File: config.mk
export PLATFORM = sky130hd
export DESIGN_NAME = ifc_infeed_ctrl
export DESIGN_NICKNAME = d
export VERILOG_FILES = /design/src/ifc_pkg.sv /design/src/ifc_edge.sv /design/src/ifc_prd.sv /design/src/ifc_infeed_ctrl.sv
export SDC_FILE = /design/constraint.sdc
export NUM_CORES = 1
export LEC_CHECK = 0
export ABC_AREA = 1
export BUFFER_PORTS_ARGS = -buffer_cell sky130_fd_sc_hd__clkbuf_2
export CORE_AREA = 2 2 134 136
export DETAILED_ROUTE_END_ITERATION = 12
export DIE_AREA = 0 0 136 138
export PLACE_DENSITY = 0.75
export SLEW_MARGIN = 40
export SYNTH_ARGS = -nofsm -noshare
export SYNTH_HDL_FRONTEND = slang
export SYNTH_SLANG_ARGS = --single-unit
File: constraint.sdc
create_clock -name mclk_i -period 1.8 [get_ports mclk_i]
set_input_delay 0.18 -clock mclk_i [delete_from_list [all_inputs] [get_ports mclk_i]]
set_output_delay 0.18 -clock mclk_i [all_outputs]
set_load 0.1 [all_outputs]
File: src/ifc_pkg.sv
// Package with the constants, types and register map of the infeed on/off controller.
package ifc_pkg;

	////////////////////////////////////////////////////////////////////////////////
	// Timing: one program cycle is a fixed number of system clocks.
	localparam int unsigned CLK_PERIOD_NS   = 4;
	localparam int unsigned PROG_CYCLE_NS   = 1000;
	localparam logic [7:0]  PROG_CYCLE_CLKS = 8'(PROG_CYCLE_NS / CLK_PERIOD_NS);

	////////////////////////////////////////////////////////////////////////////////
	// Register byte offsets on the software port.
	localparam logic [7:0] REG_CTRL  = 8'h00;
	localparam logic [7:0] REG_ADDR  = 8'h04;
	localparam logic [7:0] REG_STAT  = 8'h08;
	localparam logic [7:0] REG_ERRC  = 8'h0c;
	localparam logic [7:0] REG_PRDS  = 8'h10;
	localparam logic [7:0] REG_WORDS = 8'h14;

	// Field positions in the control register and reset values.
	localparam int unsigned CTRL_EN_BIT   = 0;
	localparam int unsigned CTRL_RST_BIT  = 1;
	localparam int unsigned CTRL_TYPE_LSB = 4;
	localparam logic [31:0] CTRL_RESET    = 32'h0000_0000;
	localparam logic [31:0] ADDR_RESET    = 32'h0000_0000;

	// Edge detector lanes.
	localparam int unsigned EDGE_EN  = 0;
	localparam int unsigned EDGE_RST = 1;

	////////////////////////////////////////////////////////////////////////////////
	// Bits of the cyclic words exchanged with the infeed.
	localparam int unsigned CW_ON_BIT    = 0;
	localparam int unsigned CW_ACK_BIT   = 7;
	localparam int unsigned SW_READY_BIT = 0;
	localparam int unsigned SW_FAULT_BIT = 3;
	localparam logic [15:0] CW_RESET     = 16'h0000;

	// Error codes reported on the error code output.
	localparam logic [31:0] ERR_NONE         = 32'h0000_0000;
	localparam logic [31:0] ERR_NO_TYPE      = 32'h0000_c350;
	localparam logic [31:0] ERR_PRD          = 32'h0000_c351;
	localparam logic [31:0] ERR_INFEED_FAULT = 32'h0000_c352;

	// Parameter-read status values.
	localparam logic [31:0] PRD_IDLE     = 32'h0000_0000;
	localparam logic [31:0] PRD_REQ      = 32'h0000_7001;
	localparam logic [31:0] PRD_WAIT     = 32'h0000_7002;
	localparam logic [31:0] PRD_ERR_BASE = 32'hffff_8000;

	////////////////////////////////////////////////////////////////////////////////
	// Infeed type selector codes.
	typedef enum logic [2:0] {
		type_undefined = 3'h0,
		type_active    = 3'h1,
		type_smart     = 3'h2,
		type_basic     = 3'h3,
		type_auto      = 3'h4
	} ifc_type_t;

	// Controller states.
	typedef enum logic [1:0] {
		st_off    = 2'b00,
		st_detect = 2'b01,
		st_start  = 2'b10,
		st_on     = 2'b11
	} ifc_state_t;

	// Parameter-read function states.
	typedef enum logic [1:0] {
		prd_idle = 2'b00,
		prd_req  = 2'b01,
		prd_wait = 2'b10,
		prd_done = 2'b11
	} ifc_prd_state_t;

endpackage

File: src/ifc_edge.sv
// Rising edge detector sampled once per program cycle.
`timescale 1ns/1ns
module ifc_edge (
	// Clock and reset.
	input  wire logic       mclk_i,
	input  wire logic       resetn_i,
	// Program cycle tick and levels.
	input  wire logic       tick_i,
	input  wire logic [1:0] level_i,
	// Rise pulses, valid while tick_i is high.
	output logic      [1:0] rise_o
);

	logic [1:0] prev_q;
	logic [1:0] prev_d;

	////////////////////////////////////////////////////////////////////////////////
	// Each lane compares its level with the value from the previous program cycle.
	for (genvar g = 0; g < 2; g++) begin : g_lane
		always_comb begin
			prev_d[g] = tick_i ? level_i[g] : prev_q[g];
			rise_o[g] = tick_i & level_i[g] & ~prev_q[g];
		end
	end

	// Previous-cycle sample register.
	always_ff @(posedge mclk_i or negedge resetn_i) begin
		if (!resetn_i) begin
			prev_q <= 2'h0;
		end else begin
			prev_q <= prev_d;
		end
	end

endmodule

File: src/ifc_prd.sv
// Acyclic parameter read that detects the infeed type.
`timescale 1ns/1ns
module ifc_prd (
	// Clock and reset.
	input  wire logic        mclk_i,
	input  wire logic        resetn_i,
	// Controller side.
	input  wire logic        start_i,
	input  wire logic        abort_i,
	input  wire logic [31:0] addr_i,
	output logic             res_valid_o,
	output logic             res_ok_o,
	output logic      [1:0]  res_type_o,
	output logic      [31:0] status_o,
	// Parameter request channel.
	output logic             prd_req_o,
	output logic      [31:0] prd_addr_o,
	input  wire logic        prd_ack_i,
	input  wire logic        prd_ok_i,
	input  wire logic [1:0]  prd_type_i,
	input  wire logic [11:0] prd_fault_i
);

	ifc_pkg::ifc_prd_state_t st_q, st_d;
	logic        req_q, req_d;
	logic [31:0] addr_q, addr_d;
	logic        ok_q, ok_d;
	logic [1:0]  typ_q, typ_d;
	logic [31:0] stat_q, stat_d;

	////////////////////////////////////////////////////////////////////////////////
	// One request pulse, then wait for the answer and hold the result until restarted or aborted.
	always_comb begin
		st_d   = st_q;
		req_d  = 1'b0;
		addr_d = addr_q;
		ok_d   = ok_q;
		typ_d  = typ_q;
		stat_d = stat_q;
		if (abort_i) begin
			st_d   = ifc_pkg::prd_idle;
			stat_d = ifc_pkg::PRD_IDLE;
		end else if (start_i) begin
			st_d   = ifc_pkg::prd_req;
			req_d  = 1'b1;
			addr_d = addr_i;
			ok_d   = 1'b0;
			stat_d = ifc_pkg::PRD_REQ;
		end else begin
			unique case (st_q)
				ifc_pkg::prd_idle: begin
				end
				ifc_pkg::prd_req: begin
					st_d   = ifc_pkg::prd_wait;
					stat_d = ifc_pkg::PRD_WAIT;
				end
				ifc_pkg::prd_wait: begin
					if (prd_ack_i) begin
						st_d  = ifc_pkg::prd_done;
						typ_d = prd_type_i;
						if (prd_ok_i && prd_type_i != 2'h0) begin
							ok_d   = 1'b1;
							stat_d = ifc_pkg::PRD_IDLE;
						end else begin
							stat_d = ifc_pkg::PRD_ERR_BASE | {20'h0_0000, prd_fault_i};
						end
					end
				end
				ifc_pkg::prd_done: begin
				end
			endcase
		end
	end

	// State registers.
	always_ff @(posedge mclk_i or negedge resetn_i) begin
		if (!resetn_i) begin
			st_q   <= ifc_pkg::prd_idle;
			req_q  <= 1'b0;
			addr_q <= ifc_pkg::ADDR_RESET;
			ok_q   <= 1'b0;
			typ_q  <= 2'h0;
			stat_q <= ifc_pkg::PRD_IDLE;
		end else begin
			st_q   <= st_d;
			req_q  <= req_d;
			addr_q <= addr_d;
			ok_q   <= ok_d;
			typ_q  <= typ_d;
			stat_q <= stat_d;
		end
	end

	assign res_valid_o = (st_q == ifc_pkg::prd_done);
	assign res_ok_o    = ok_q;
	assign res_type_o  = typ_q;
	assign status_o    = stat_q;
	assign prd_req_o   = req_q;
	assign prd_addr_o  = addr_q;

endmodule

File: src/ifc_infeed_ctrl.sv
// Infeed on/off controller: register port, program-cycle sequencer and cyclic words.
//
// Behaviour
// - Enable rising resolves the infeed type from the selector, then commands switch-on.
// - Enable low commands the infeed off.
// - Only a rising reset acknowledges errors; a steady level does nothing.
// - The prepared control word is presented on the control output.
// - Selector codes: active 1, smart 2, basic 3; default undefined.
// - Selector value 4 picks automatic type detection.
// - Selector changes while switched on cause no reaction.
// - A new selector value is taken only at the next enable rise.
// - The logical address is used only for automatic detection.
// - Done pulses for one program cycle when a job completes cleanly.
// - Error goes true when request processing fails.
// - Error code carries the error information while error is true.
// - Parameter-read status reports the internal parameter-read function.
// - Activated is true exactly while the infeed is switched on.
// - With error true, an enable rise does not switch the infeed on.
// - Enable and reset rising together acknowledge first, then switch on.
// - Clean acknowledge clears error and code; a remaining fault updates the code.
`timescale 1ns/1ns
module ifc_infeed_ctrl (
	// Clock and reset.
	input  wire logic        mclk_i,
	input  wire logic        resetn_i,
	// Software register port.
	input  wire logic [7:0]  addr_i,
	input  wire logic [31:0] wdata_i,
	input  wire logic        wr_i,
	input  wire logic        rd_i,
	output logic      [31:0] rdata_o,
	// Cyclic words exchanged with the infeed.
	input  wire logic [15:0] status_word_i,
	output logic      [15:0] control_word_out_o,
	// Result outputs.
	output logic             done_o,
	output logic             error_o,
	output logic      [31:0] error_code_o,
	output logic      [31:0] param_read_status_o,
	output logic             activated_o,
	// Parameter request channel.
	output logic             prd_req_o,
	output logic      [31:0] prd_addr_o,
	input  wire logic        prd_ack_i,
	input  wire logic        prd_ok_i,
	input  wire logic [1:0]  prd_type_i,
	input  wire logic [11:0] prd_fault_i
);

	////////////////////////////////////////////////////////////////////////////////
	// Declarations.
	logic [7:0]  cnt_q, cnt_d;
	logic        tick_q, tick_d;
	logic [31:0] ctrl_q, ctrl_d;
	logic [31:0] laddr_q, laddr_d;
	logic [31:0] rdata_q, rdata_d;
	logic [1:0]  rise;
	logic        enable;
	logic        fault;
	logic        ready;
	ifc_pkg::ifc_type_t  sel_req;
	ifc_pkg::ifc_type_t  sel_q, sel_d;
	ifc_pkg::ifc_state_t state_q, state_d;
	logic [15:0] cw_q, cw_d;
	logic        done_q, done_d;
	logic        err_q, err_d;
	logic [31:0] code_q, code_d;
	logic        act_q, act_d;
	logic        prd_start;
	logic        prd_abort;
	logic        prd_valid;
	logic        prd_ok;
	logic [1:0]  prd_type;
	logic [31:0] prd_stat;
	logic [31:0] prd_stat_q;
	logic        prd_req;
	logic [31:0] prd_addr;

	// Manual selector codes that need no detection.
	function automatic logic is_manual(input logic [2:0] t);
		is_manual = (t == ifc_pkg::type_active) || (t == ifc_pkg::type_smart) ||
			(t == ifc_pkg::type_basic);
	endfunction

	assign enable  = ctrl_q[ifc_pkg::CTRL_EN_BIT];
	assign sel_req = ifc_pkg::ifc_type_t'(ctrl_q[ifc_pkg::CTRL_TYPE_LSB +: 3]);
	assign fault   = status_word_i[ifc_pkg::SW_FAULT_BIT];
	assign ready   = status_word_i[ifc_pkg::SW_READY_BIT];

	////////////////////////////////////////////////////////////////////////////////
	// Program cycle divider: one tick pulse every program cycle.
	always_comb begin
		tick_d = (cnt_q == ifc_pkg::PROG_CYCLE_CLKS - 8'h01);
		cnt_d  = tick_d ? 8'h00 : cnt_q + 8'h01;
	end

	always_ff @(posedge mclk_i or negedge resetn_i) begin
		if (!resetn_i) begin
			cnt_q  <= 8'h00;
			tick_q <= 1'b0;
		end else begin
			cnt_q  <= cnt_d;
			tick_q <= tick_d;
		end
	end

	////////////////////////////////////////////////////////////////////////////////
	// Register port: writes store, reads answer in the next cycle only.
	always_comb begin
		ctrl_d  = ctrl_q;
		laddr_d = laddr_q;
		rdata_d = 32'h0000_0000;
		if (wr_i && addr_i == ifc_pkg::REG_CTRL) begin
			ctrl_d = {25'h000_0000, wdata_i[6:4], 2'h0, wdata_i[1:0]};
		end
		if (wr_i && addr_i == ifc_pkg::REG_ADDR) begin
			laddr_d = wdata_i;
		end
		if (rd_i) begin
			unique case (addr_i)
				ifc_pkg::REG_CTRL:  rdata_d = ctrl_q;
				ifc_pkg::REG_ADDR:  rdata_d = laddr_q;
				ifc_pkg::REG_STAT:  rdata_d = {22'h00_0000, state_q, 1'b0, sel_q, 1'b0,
					act_q, err_q, done_q};
				ifc_pkg::REG_ERRC:  rdata_d = code_q;
				ifc_pkg::REG_PRDS:  rdata_d = prd_stat_q;
				ifc_pkg::REG_WORDS: rdata_d = {cw_q, status_word_i};
				default:            rdata_d = 32'h0000_0000;
			endcase
		end
	end

	always_ff @(posedge mclk_i or negedge resetn_i) begin
		if (!resetn_i) begin
			ctrl_q  <= ifc_pkg::CTRL_RESET;
			laddr_q <= ifc_pkg::ADDR_RESET;
			rdata_q <= 32'h0000_0000;
		end else begin
			ctrl_q  <= ctrl_d;
			laddr_q <= laddr_d;
			rdata_q <= rdata_d;
		end
	end

	////////////////////////////////////////////////////////////////////////////////
	// Edge detection on enable and reset, once per program cycle.
	ifc_edge u_edge (
		.mclk_i   (mclk_i),
		.resetn_i (resetn_i),
		.tick_i   (tick_q),
		.level_i  ({ctrl_q[ifc_pkg::CTRL_RST_BIT], enable}),
		.rise_o   (rise)
	);

	// Internal parameter-read function for automatic detection.
	ifc_prd u_prd (
		.mclk_i      (mclk_i),
		.resetn_i    (resetn_i),
		.start_i     (prd_start),
		.abort_i     (prd_abort),
		.addr_i      (laddr_q),
		.res_valid_o (prd_valid),
		.res_ok_o    (prd_ok),
		.res_type_o  (prd_type),
		.status_o    (prd_stat),
		.prd_req_o   (prd_req),
		.prd_addr_o  (prd_addr),
		.prd_ack_i   (prd_ack_i),
		.prd_ok_i    (prd_ok_i),
		.prd_type_i  (prd_type_i),
		.prd_fault_i (prd_fault_i)
	);

	////////////////////////////////////////////////////////////////////////////////
	// Sequencer: acknowledge first, then switch handling, evaluated each tick.
	always_comb begin
		logic on_v;
		logic ack_v;
		logic err_v;
		logic [31:0] code_v;
		on_v      = cw_q[ifc_pkg::CW_ON_BIT];
		ack_v     = cw_q[ifc_pkg::CW_ACK_BIT];
		err_v     = err_q;
		code_v    = code_q;
		state_d   = state_q;
		sel_d     = sel_q;
		done_d    = done_q;
		act_d     = act_q;
		prd_start = 1'b0;
		prd_abort = 1'b0;
		if (tick_q) begin
			done_d = 1'b0;
			ack_v  = 1'b0;
			if (rise[ifc_pkg::EDGE_RST]) begin
				ack_v = 1'b1;
				if (fault) begin
					err_v  = 1'b1;
					code_v = ifc_pkg::ERR_INFEED_FAULT;
				end else begin
					err_v  = 1'b0;
					code_v = ifc_pkg::ERR_NONE;
				end
			end
			if (!enable) begin
				state_d   = ifc_pkg::st_off;
				on_v      = 1'b0;
				act_d     = 1'b0;
				prd_abort = 1'b1;
			end else begin
				unique case (state_q)
					ifc_pkg::st_off: begin
						if (rise[ifc_pkg::EDGE_EN] && !err_v) begin
							sel_d = sel_req;
							if (is_manual(sel_req)) begin
								state_d = ifc_pkg::st_start;
								on_v    = 1'b1;
							end else if (sel_req == ifc_pkg::type_auto) begin
								state_d   = ifc_pkg::st_detect;
								prd_start = 1'b1;
							end else begin
								sel_d  = ifc_pkg::type_undefined;
								err_v  = 1'b1;
								code_v = ifc_pkg::ERR_NO_TYPE;
							end
						end
					end
					ifc_pkg::st_detect: begin
						if (prd_valid && prd_ok) begin
							sel_d   = ifc_pkg::ifc_type_t'({1'b0, prd_type});
							state_d = ifc_pkg::st_start;
							on_v    = 1'b1;
						end else if (prd_valid) begin
							sel_d   = ifc_pkg::type_undefined;
							state_d = ifc_pkg::st_off;
							err_v   = 1'b1;
							code_v  = ifc_pkg::ERR_PRD;
						end
					end
					ifc_pkg::st_start: begin
						if (ready) begin
							state_d = ifc_pkg::st_on;
							act_d   = 1'b1;
							done_d  = 1'b1;
						end
					end
					ifc_pkg::st_on: begin
						// Selector changes are ignored here.
						sel_d = sel_q;
					end
				endcase
				if (fault && state_d != ifc_pkg::st_off) begin
					state_d = ifc_pkg::st_off;
					on_v    = 1'b0;
					act_d   = 1'b0;
					done_d  = 1'b0;
					err_v   = 1'b1;
					code_v  = ifc_pkg::ERR_INFEED_FAULT;
				end
			end
		end
		err_d  = err_v;
		code_d = code_v;
		cw_d   = ifc_pkg::CW_RESET;
		cw_d[ifc_pkg::CW_ON_BIT]  = on_v;
		cw_d[ifc_pkg::CW_ACK_BIT] = ack_v;
	end

	always_ff @(posedge mclk_i or negedge resetn_i) begin
		if (!resetn_i) begin
			state_q    <= ifc_pkg::st_off;
			sel_q      <= ifc_pkg::type_undefined;
			cw_q       <= ifc_pkg::CW_RESET;
			done_q     <= 1'b0;
			err_q      <= 1'b0;
			code_q     <= ifc_pkg::ERR_NONE;
			act_q      <= 1'b0;
			prd_stat_q <= ifc_pkg::PRD_IDLE;
		end else begin
			state_q    <= state_d;
			sel_q      <= sel_d;
			cw_q       <= cw_d;
			done_q     <= done_d;
			err_q      <= err_d;
			code_q     <= code_d;
			act_q      <= act_d;
			prd_stat_q <= prd_stat;
		end
	end

	// Output drive, all from registers.
	assign rdata_o             = rdata_q;
	assign control_word_out_o  = cw_q;
	assign done_o              = done_q;
	assign error_o             = err_q;
	assign error_code_o        = code_q;
	assign param_read_status_o = prd_stat_q;
	assign activated_o         = act_q;
	assign prd_req_o           = prd_req;
	assign prd_addr_o          = prd_addr;
endmodule

# Yosys cells after proc, flatten, opt, wreduce, memory -nomap -nowiden
# Index checks and enable logic that the tools add are counted.
# W data, S select, Z words.
[word_totals]
ff_bits = 224
output_inout_bits = 148
wordCells = 158
input_bits = 76
[classes]
reduce_logical = 25
bitwise = 8
muxes = 79
addsub = 1
n_eq_ne = 24
[ops]
columns = ["cell", "n"]
rows = [
  ["$mux W32", 13],
  ["$pmux W32 S6", 1],
  ["$pmux W32 S2", 2],
  ["$mux W1", 38],
  ["$mux W2", 13],
  ["$eq A8 B4 Y1 const B", 2],
  ["$eq A8 B5 Y1 const B", 2],
  ["$mux W16", 1],
  ["$ne A4 B4 Y1 const B", 4],
  ["$mux W3", 5],
  ["$reduce_bool A2 Y1", 6],
  ["$reduce_and A5 Y1", 2],
  ["$add A8 B1 Y8 const B", 1],
  ["$eq A8 B3 Y1 const B", 1],
  ["$eq A8 B8 Y1 const B", 1],
  ["$logic_not A8 Y1", 1],
  ["$mux W8", 1],
  ["$reduce_and A4 Y1", 2],
  ["$eq A2 B2 Y1 const B", 3],
  ["$eq A3 B2 Y1 const B", 2],
  ["$logic_and A1 B1 Y1", 6],
  ["$pmux W2 S3", 1],
  ["$pmux W3 S2", 1],
  ["$and A1 B1 Y1", 4],
  ["17 further kinds", 24],
]

# Depth between registers and ports, before layout
[logic_depth]
ltp_word = 14
ltp_mapped = 13
depth_no_buf = 12

# By module
# Synthesis repeated with hierarchy kept, for this count alone.
[hier_totals]
cells_unflattened = 1134
hier_area_um2 = 9301.4
[modules_own_cells]
columns = ["mod", "area_per_inst_um2", "n_inst", "cells_each", "seq_area_each_um2"]
rows = [
  ["ifc_infeed_ctrl", 6954.2, 1, 863, 3803.6],
  ["ifc_prd", 2258.4, 1, 260, 1301.2],
  ["ifc_edge", 88.8, 1, 11, 50.0],
]

# Least setup slack after synthesis
# No wires, ideal clock.
[synth_path]
kind = "reg2reg"
start = "register err_q, in the netlist error_o"
end = "register u_prd.stat_q[30], in the netlist u_prd.status_o[30]"
setup_time_ns = 0.121
stages_incl_launch_ff = 11
synth_period_minus_slack_ns = 2.063
n_path_buf = 1
path_slack_ns = -0.263
arrival_time_ns = 1.942
required_time_ns = 1.679
cell_sequence = "dfrtp_1 nand2_1 nand3_2 nor2_4 nor2_1 nand2_1 nand2_2 clkinv_2 nand3_2 buf_6 nand2_1"
[synth_between]
elab_chain_cells = 10
elab_cells_between_ends = 13
classes_between = "eq/ne (1); mux (8); reduce/logical (4)"
[synth_rtl]
columns = ["element", "line", "rtl"]
rows = [
  ["from (decl)", "ifc_infeed_ctrl.sv:66", "logic err_q, err_d;"],
  ["from (signal assigned)", "ifc_infeed_ctrl.sv:283", "err_q <= err_d;"],
  ["$mux W1 (*)", "ifc_infeed_ctrl.sv:194", "if (rise[ifc_pkg::EDGE_RST]) begin"],
  ["$mux W1 (*)", "ifc_infeed_ctrl.sv:191", "if (tick_q) begin"],
  ["$logic_not A1 Y1 (*)", "ifc_infeed_ctrl.sv:212", "if (rise[ifc_pkg::EDGE_EN] && !err_v) begin"],
  ["$logic_and A1 B1 Y1 (*)", "ifc_infeed_ctrl.sv:212", ""],
  ["$mux W1 (*)", "ifc_infeed_ctrl.sv:212", ""],
  ["$mux W1 (*)", "ifc_infeed_ctrl.sv:210", "unique case (state_q)"],
  ["$mux W1 (*)", "ifc_infeed_ctrl.sv:204", "if (!enable) begin"],
  ["$mux W1 (*)", "ifc_infeed_ctrl.sv:191", ""],
  ["$ne A4 B4 Y1 (no source line) (tied with other cells)", "n/a", ""],
  ["$reduce_and A2 Y1 (no source line) or $mux W32 (tied branches)", "n/a", ""],
  ["to (signal assigned)", "ifc_prd.sv:83", "stat_q <= ifc_pkg::PRD_IDLE;"],
  ["to (signal assigned)", "ifc_prd.sv:90", "stat_q <= stat_d;"],
  ["to (decl)", "ifc_prd.sv:29", "logic [31:0] stat_q, stat_d;"],
]
# Every way passes the cells marked *; elsewhere a longest branch is shown, timed or not. The select of a mux whose other input is x is not followed.
# A chain may end at the register's enable or synchronous reset.

# Worst setup path after layout
[layout_path]
start = "register tick_q"
end = "register code_q[23], in the netlist error_code_o[23]"
[layout_between]
elab_chain_cells = 14
elab_cells_between_ends = 23
classes_between = "mux (15); bitwise (4); reduce/logical (4)"
[layout_rtl]
columns = ["element", "line", "rtl"]
rows = [
  ["from (decl)", "ifc_infeed_ctrl.sv:53", "logic tick_q, tick_d;"],
  ["from (signal assigned)", "ifc_infeed_ctrl.sv:103", "tick_q <= tick_d;"],
  ["$and A1 B1 Y1 (2 in series)", "ifc_edge.sv:22", "rise_o[g] = tick_i & level_i[g] & ~prev_q[g];"],
  ["$mux W1", "ifc_infeed_ctrl.sv:194", ""],
  ["$mux W1", "ifc_infeed_ctrl.sv:191", ""],
  ["$logic_not A1 Y1", "ifc_infeed_ctrl.sv:212", ""],
  ["$logic_and A1 B1 Y1", "ifc_infeed_ctrl.sv:212", ""],
  ["$mux W2", "ifc_infeed_ctrl.sv:212", ""],
  ["$pmux W2 S3", "ifc_infeed_ctrl.sv:210", ""],
  ["$mux W2", "ifc_infeed_ctrl.sv:204", ""],
  ["$mux W2", "ifc_infeed_ctrl.sv:191", ""],
  ["$reduce_bool A2 Y1", "ifc_infeed_ctrl.sv:251", "if (fault && state_d != ifc_pkg::st_off) begin"],
  ["$logic_and A1 B1 Y1", "ifc_infeed_ctrl.sv:251", ""],
  ["$mux W32", "ifc_infeed_ctrl.sv:251", ""],
  ["$mux W32", "ifc_infeed_ctrl.sv:204", ""],
  ["to (signal assigned)", "ifc_infeed_ctrl.sv:275", "code_q <= ifc_pkg::ERR_NONE;"],
  ["to (signal assigned)", "ifc_infeed_ctrl.sv:284", "code_q <= code_d;"],
  ["to (decl)", "ifc_infeed_ctrl.sv:67", "logic [31:0] code_q, code_d;"],
]
# Parallel ways exist; a longest one is shown, timed or not. The select of a mux whose other input is x is not followed.

==> results.py <==
metrics = {
    "timing": {
        "tightestPinTransition_ns": 0.579,
        "period_share": 0.985,
        "fmax_mhz": 564,
        "hold_violations": 0,
        "layout_min_cycle_time_ns": 1.77,
        "finalSetupViolations": 0,
        "rsz0062_at_grt": "yes",
        "fin_hold_ws_ns": 0.00676,
        "max_slew_margin": 0.616,
        "drv_slew": 0,
        "fin_skew_ns": 0.0118,
    },
    "yosys": {
        "avgSynthCellArea_um2": 9.27,
        "synth_seq_cells": 188,
        "synth_area_leaders": "dfrtp_1 (58%), nand2_1 (7.7%), inv_1 (5.5%)",
        "synth-edff-count": 0,
        "synth.most_common_cell": "dfrtp_1",
        "ys_seq_area_frac": 0.584,
        "synthesis.area_um2": 8050,
        "synth_commonest_cells": "dfrtp_1 (188), nand2_1 (166), inv_1 (119)",
        "yosysUniqueCellTypes": 41,
        "yosysWarnings": 0,
        "synth-main-ff-cell": "dfrtp_1",
        "yosys.area.top_type": "dfrtp_1",
        "synthArstFlopShare": 1.00,
        "postSynthCellCount": 869,
        "synth.top_cell.area_share": 0.584,
    },
    "place": {
        "portBuffers": 209,
        "place_inst": 1302,
        "placed_area_um2": 9490,
        "gp_congestion": 0.984,
        "post-dp-hpwl_mm": 16.3,
    },
    "worst_setup_path": {
        "worst-endpoint-arrival_ns": 2.09,
        "path_class": "reg2reg",
        "worstSetupStartpointType": "register",
        "end_kind": "register",
        "crit_required_ns": 2.12,
        "cp_max_fo": 13,
    },
    "clock_network": {
        "numCtsBuffers": 17,
        "clk_transition_reported_paths_ns": 0.07,
        "root_buffer": "clkbuf_16",
        "cts_tree": "yes",
        "htreeDepth": 4,
        "cts.sinks": 188,
        "clock_latency_ns": 0.43,
        "clock_path_buffers": 2,
    },
    "finish": {
        "final-instance-count-excl-fill": 1369,
        "fin_area_um2": 10500,
        "nets": 1207,
        "area_growth_pct": 30.0,
        "antenna_cells": 0,
        "drive_gt1_frac": 0.304,
    },
    "route": {
        "vias_per_cell": 5.07,
        "drtPass1Iterations": 5,
        "drt-initial-drc-count": 557,
        "routedWlPerCell_um": 16.2,
        "drc": 0,
        "num_vias": 6939,
        "wl_mm": 22.2,
        "drtAntennaViolNets": 0,
    },
    "hold_path": {
        "hp-class": "in2reg",
    },
    "global_route": {
        "grt_pass1_vias": 6661,
        "grt_max_degree": 58,
        "antenna_found_initial": 0,
        "grt_pass1_wl_mm": 34.8,
        "track_usage": 0.240,
        "grt_overflow_total": 0,
    },
    "floorplan": {
        "start_util": 0.459,
        "num_rows": 49,
        "die_h_um": 138,
        "die_width_um": 136,
        "core_um2": 17500,
        "die-area_um2": 18800,
        "io_pins": 224,
    },
    "flow_run": {
        "maxCapViolations": 0,
    },
    "pwr": {
        "p_leak_nw": 5.53,
        "cellPowerDensity_nw_per_um2": 1200,
        "ir_worst_vdd_mv": 2.14,
    },
    "run_status": {
        "status": "complete, no violations",
    },
}
placed cells by master (no fill, tap or decap), types with 3 or more instances in the layout:
cell           instances
dlygate4sd3_1         29
o211a_1                3
clkbuf_16             17
dfrtp_1              184
o22ai_1               14
mux2_2                10
a221oi_1               6
dfrtp_2                4
o21ai_0               68
clkbuf_8               5
buf_12                 8
conb_1                14
nor2_2                11
o21ai_1                3
a22oi_1                4
nand2_1              164
nand2_2                5
a31oi_1                4
clkbuf_2             208
a21oi_1               50
ha_1                   3
o21ai_2                9
buf_4                 42
a41oi_1                8
o221ai_1               4
nand3_1               20
inv_1                116
clkinv_4               3
nor2_1                82
nor3_1                 4
final timing paths:
kind                                                from                          endpoint  slack [ns]  cells past startpoint
hold / removal                               wdata_i[17]           laddr_q[17]$_DFFE_PN0P_       0.007                      3
min in group asynchronous                       resetn_i             rdata_o[19]$_DFF_PN0_        0.27                      2
hold reg to reg            u_prd.status_o[2]$_DFFE_PN0P_  param_read_status_o[2]$_DFF_PN0_        0.37                      0
max in group asynchronous                       resetn_i             rdata_o[13]$_DFF_PN0_        0.90                      3
setup / recovery                        tick_q$_DFF_PN0_      error_code_o[23]$_DFFE_PN0P_        0.03                     11
setup reg to reg                        tick_q$_DFF_PN0_      error_code_o[23]$_DFFE_PN0P_        0.03                     11
flip-flops by register name, summed over array words and instances (netlist names):
register             flops
error_code_o            32
u_prd.res_type_o         2
param_read_status_o     14
sel_q                    3
u_edge.prev_q            2
u_prd.status_o          14
cnt_q                    8
control_word_out_o       2
u_prd.prd_addr_o        32
rdata_o                 32
error_o                  1
u_prd.st_q               2
ctrl_q                   5
tick_q                   1
laddr_q                 32
state_q                  2
done_o                   1
u_prd.res_ok_o           1
u_prd.prd_req_o          1
activated_o              1
stage by stage:
step           worst slack, ns   util  TNS (ns)  total power, mW
3_3_place_gp            0.0674  0.541         0             8.76
2_1_floorplan           0.0275      -         0             8.27
5_1_grt                -0.0468  0.597    -0.837             13.0
3_5_place_dp           -0.0307  0.541    -0.349             8.80
4_1_cts                 0.0180  0.592         0             12.5
6_report                0.0276  0.597         0             12.5
kinds of logic (layout without fill, tap and decap cells):
kind of cell,after synthesis,after routing,share of synthesized area
AOI/OAI and AO/OA,178,178,0.131
xor gates and xnor gates,1,1,0.00109
adders and majority gates,4,4,0.00622
buffers and inverters,184,442,0.107
DFF,188,188,0.584
muxes,10,10,0.0140
other,1,14,0.000466
and+or+nand+nor,303,303,0.157
worst max-delay path, stage by stage (launching register included):
cell and delay, ns:
dfrtp_2 0.45, nand4_1 0.17, nand3_2 0.14, nor2_4 0.23, nor2_2 0.06, nand2_1 0.07, nand2_2 0.08, nand2_4 0.09
nand3_4 0.08, nand2_4 0.11, buf_12 0.15, nor2_1 0.04
cell type report:
type                            instances  area [um2]
Sequential cell                       188        4710
Multi-Input combinational cell        510        2590
Timing Repair Buffer                  289        1830
Inverter                              121         455
Clock inverter                         10         105
Clock buffer                           22         484
Fill cell                            1472        7070
Tap cell                              229         287
report_power, final:
part	total [mW]	internal, mW	switching [mW]
clock	3.71	2.08	1.63
combinational	3.89	0.595	3.29
sequential	4.95	4.62	0.334
routing by layer:
| metal | track usage | part of all wire | up-vias |
|---|---|---|---|
| met5 | 0 | 0 | - |
| met4 | 0.100 | 0.041 | 0 |
| met3 | 0.0539 | 0.085 | 70 |
| met2 | 0.380 | 0.46 | 353 |
| met1 | 0.319 | 0.41 | 3255 |
| li1 | - | - | 3261 |
timing repair:
item / in CTS / in global routing
setup endpoints to repair: 30 / 49
buffers inserted: 2 / 4
hold buffers: 28 / 1
endpoints found under the hold margin: 75 / 1
gates resized for setup: 0 / 21
pin swaps: 1 / 4
Power figures use the tool's default switching activity.
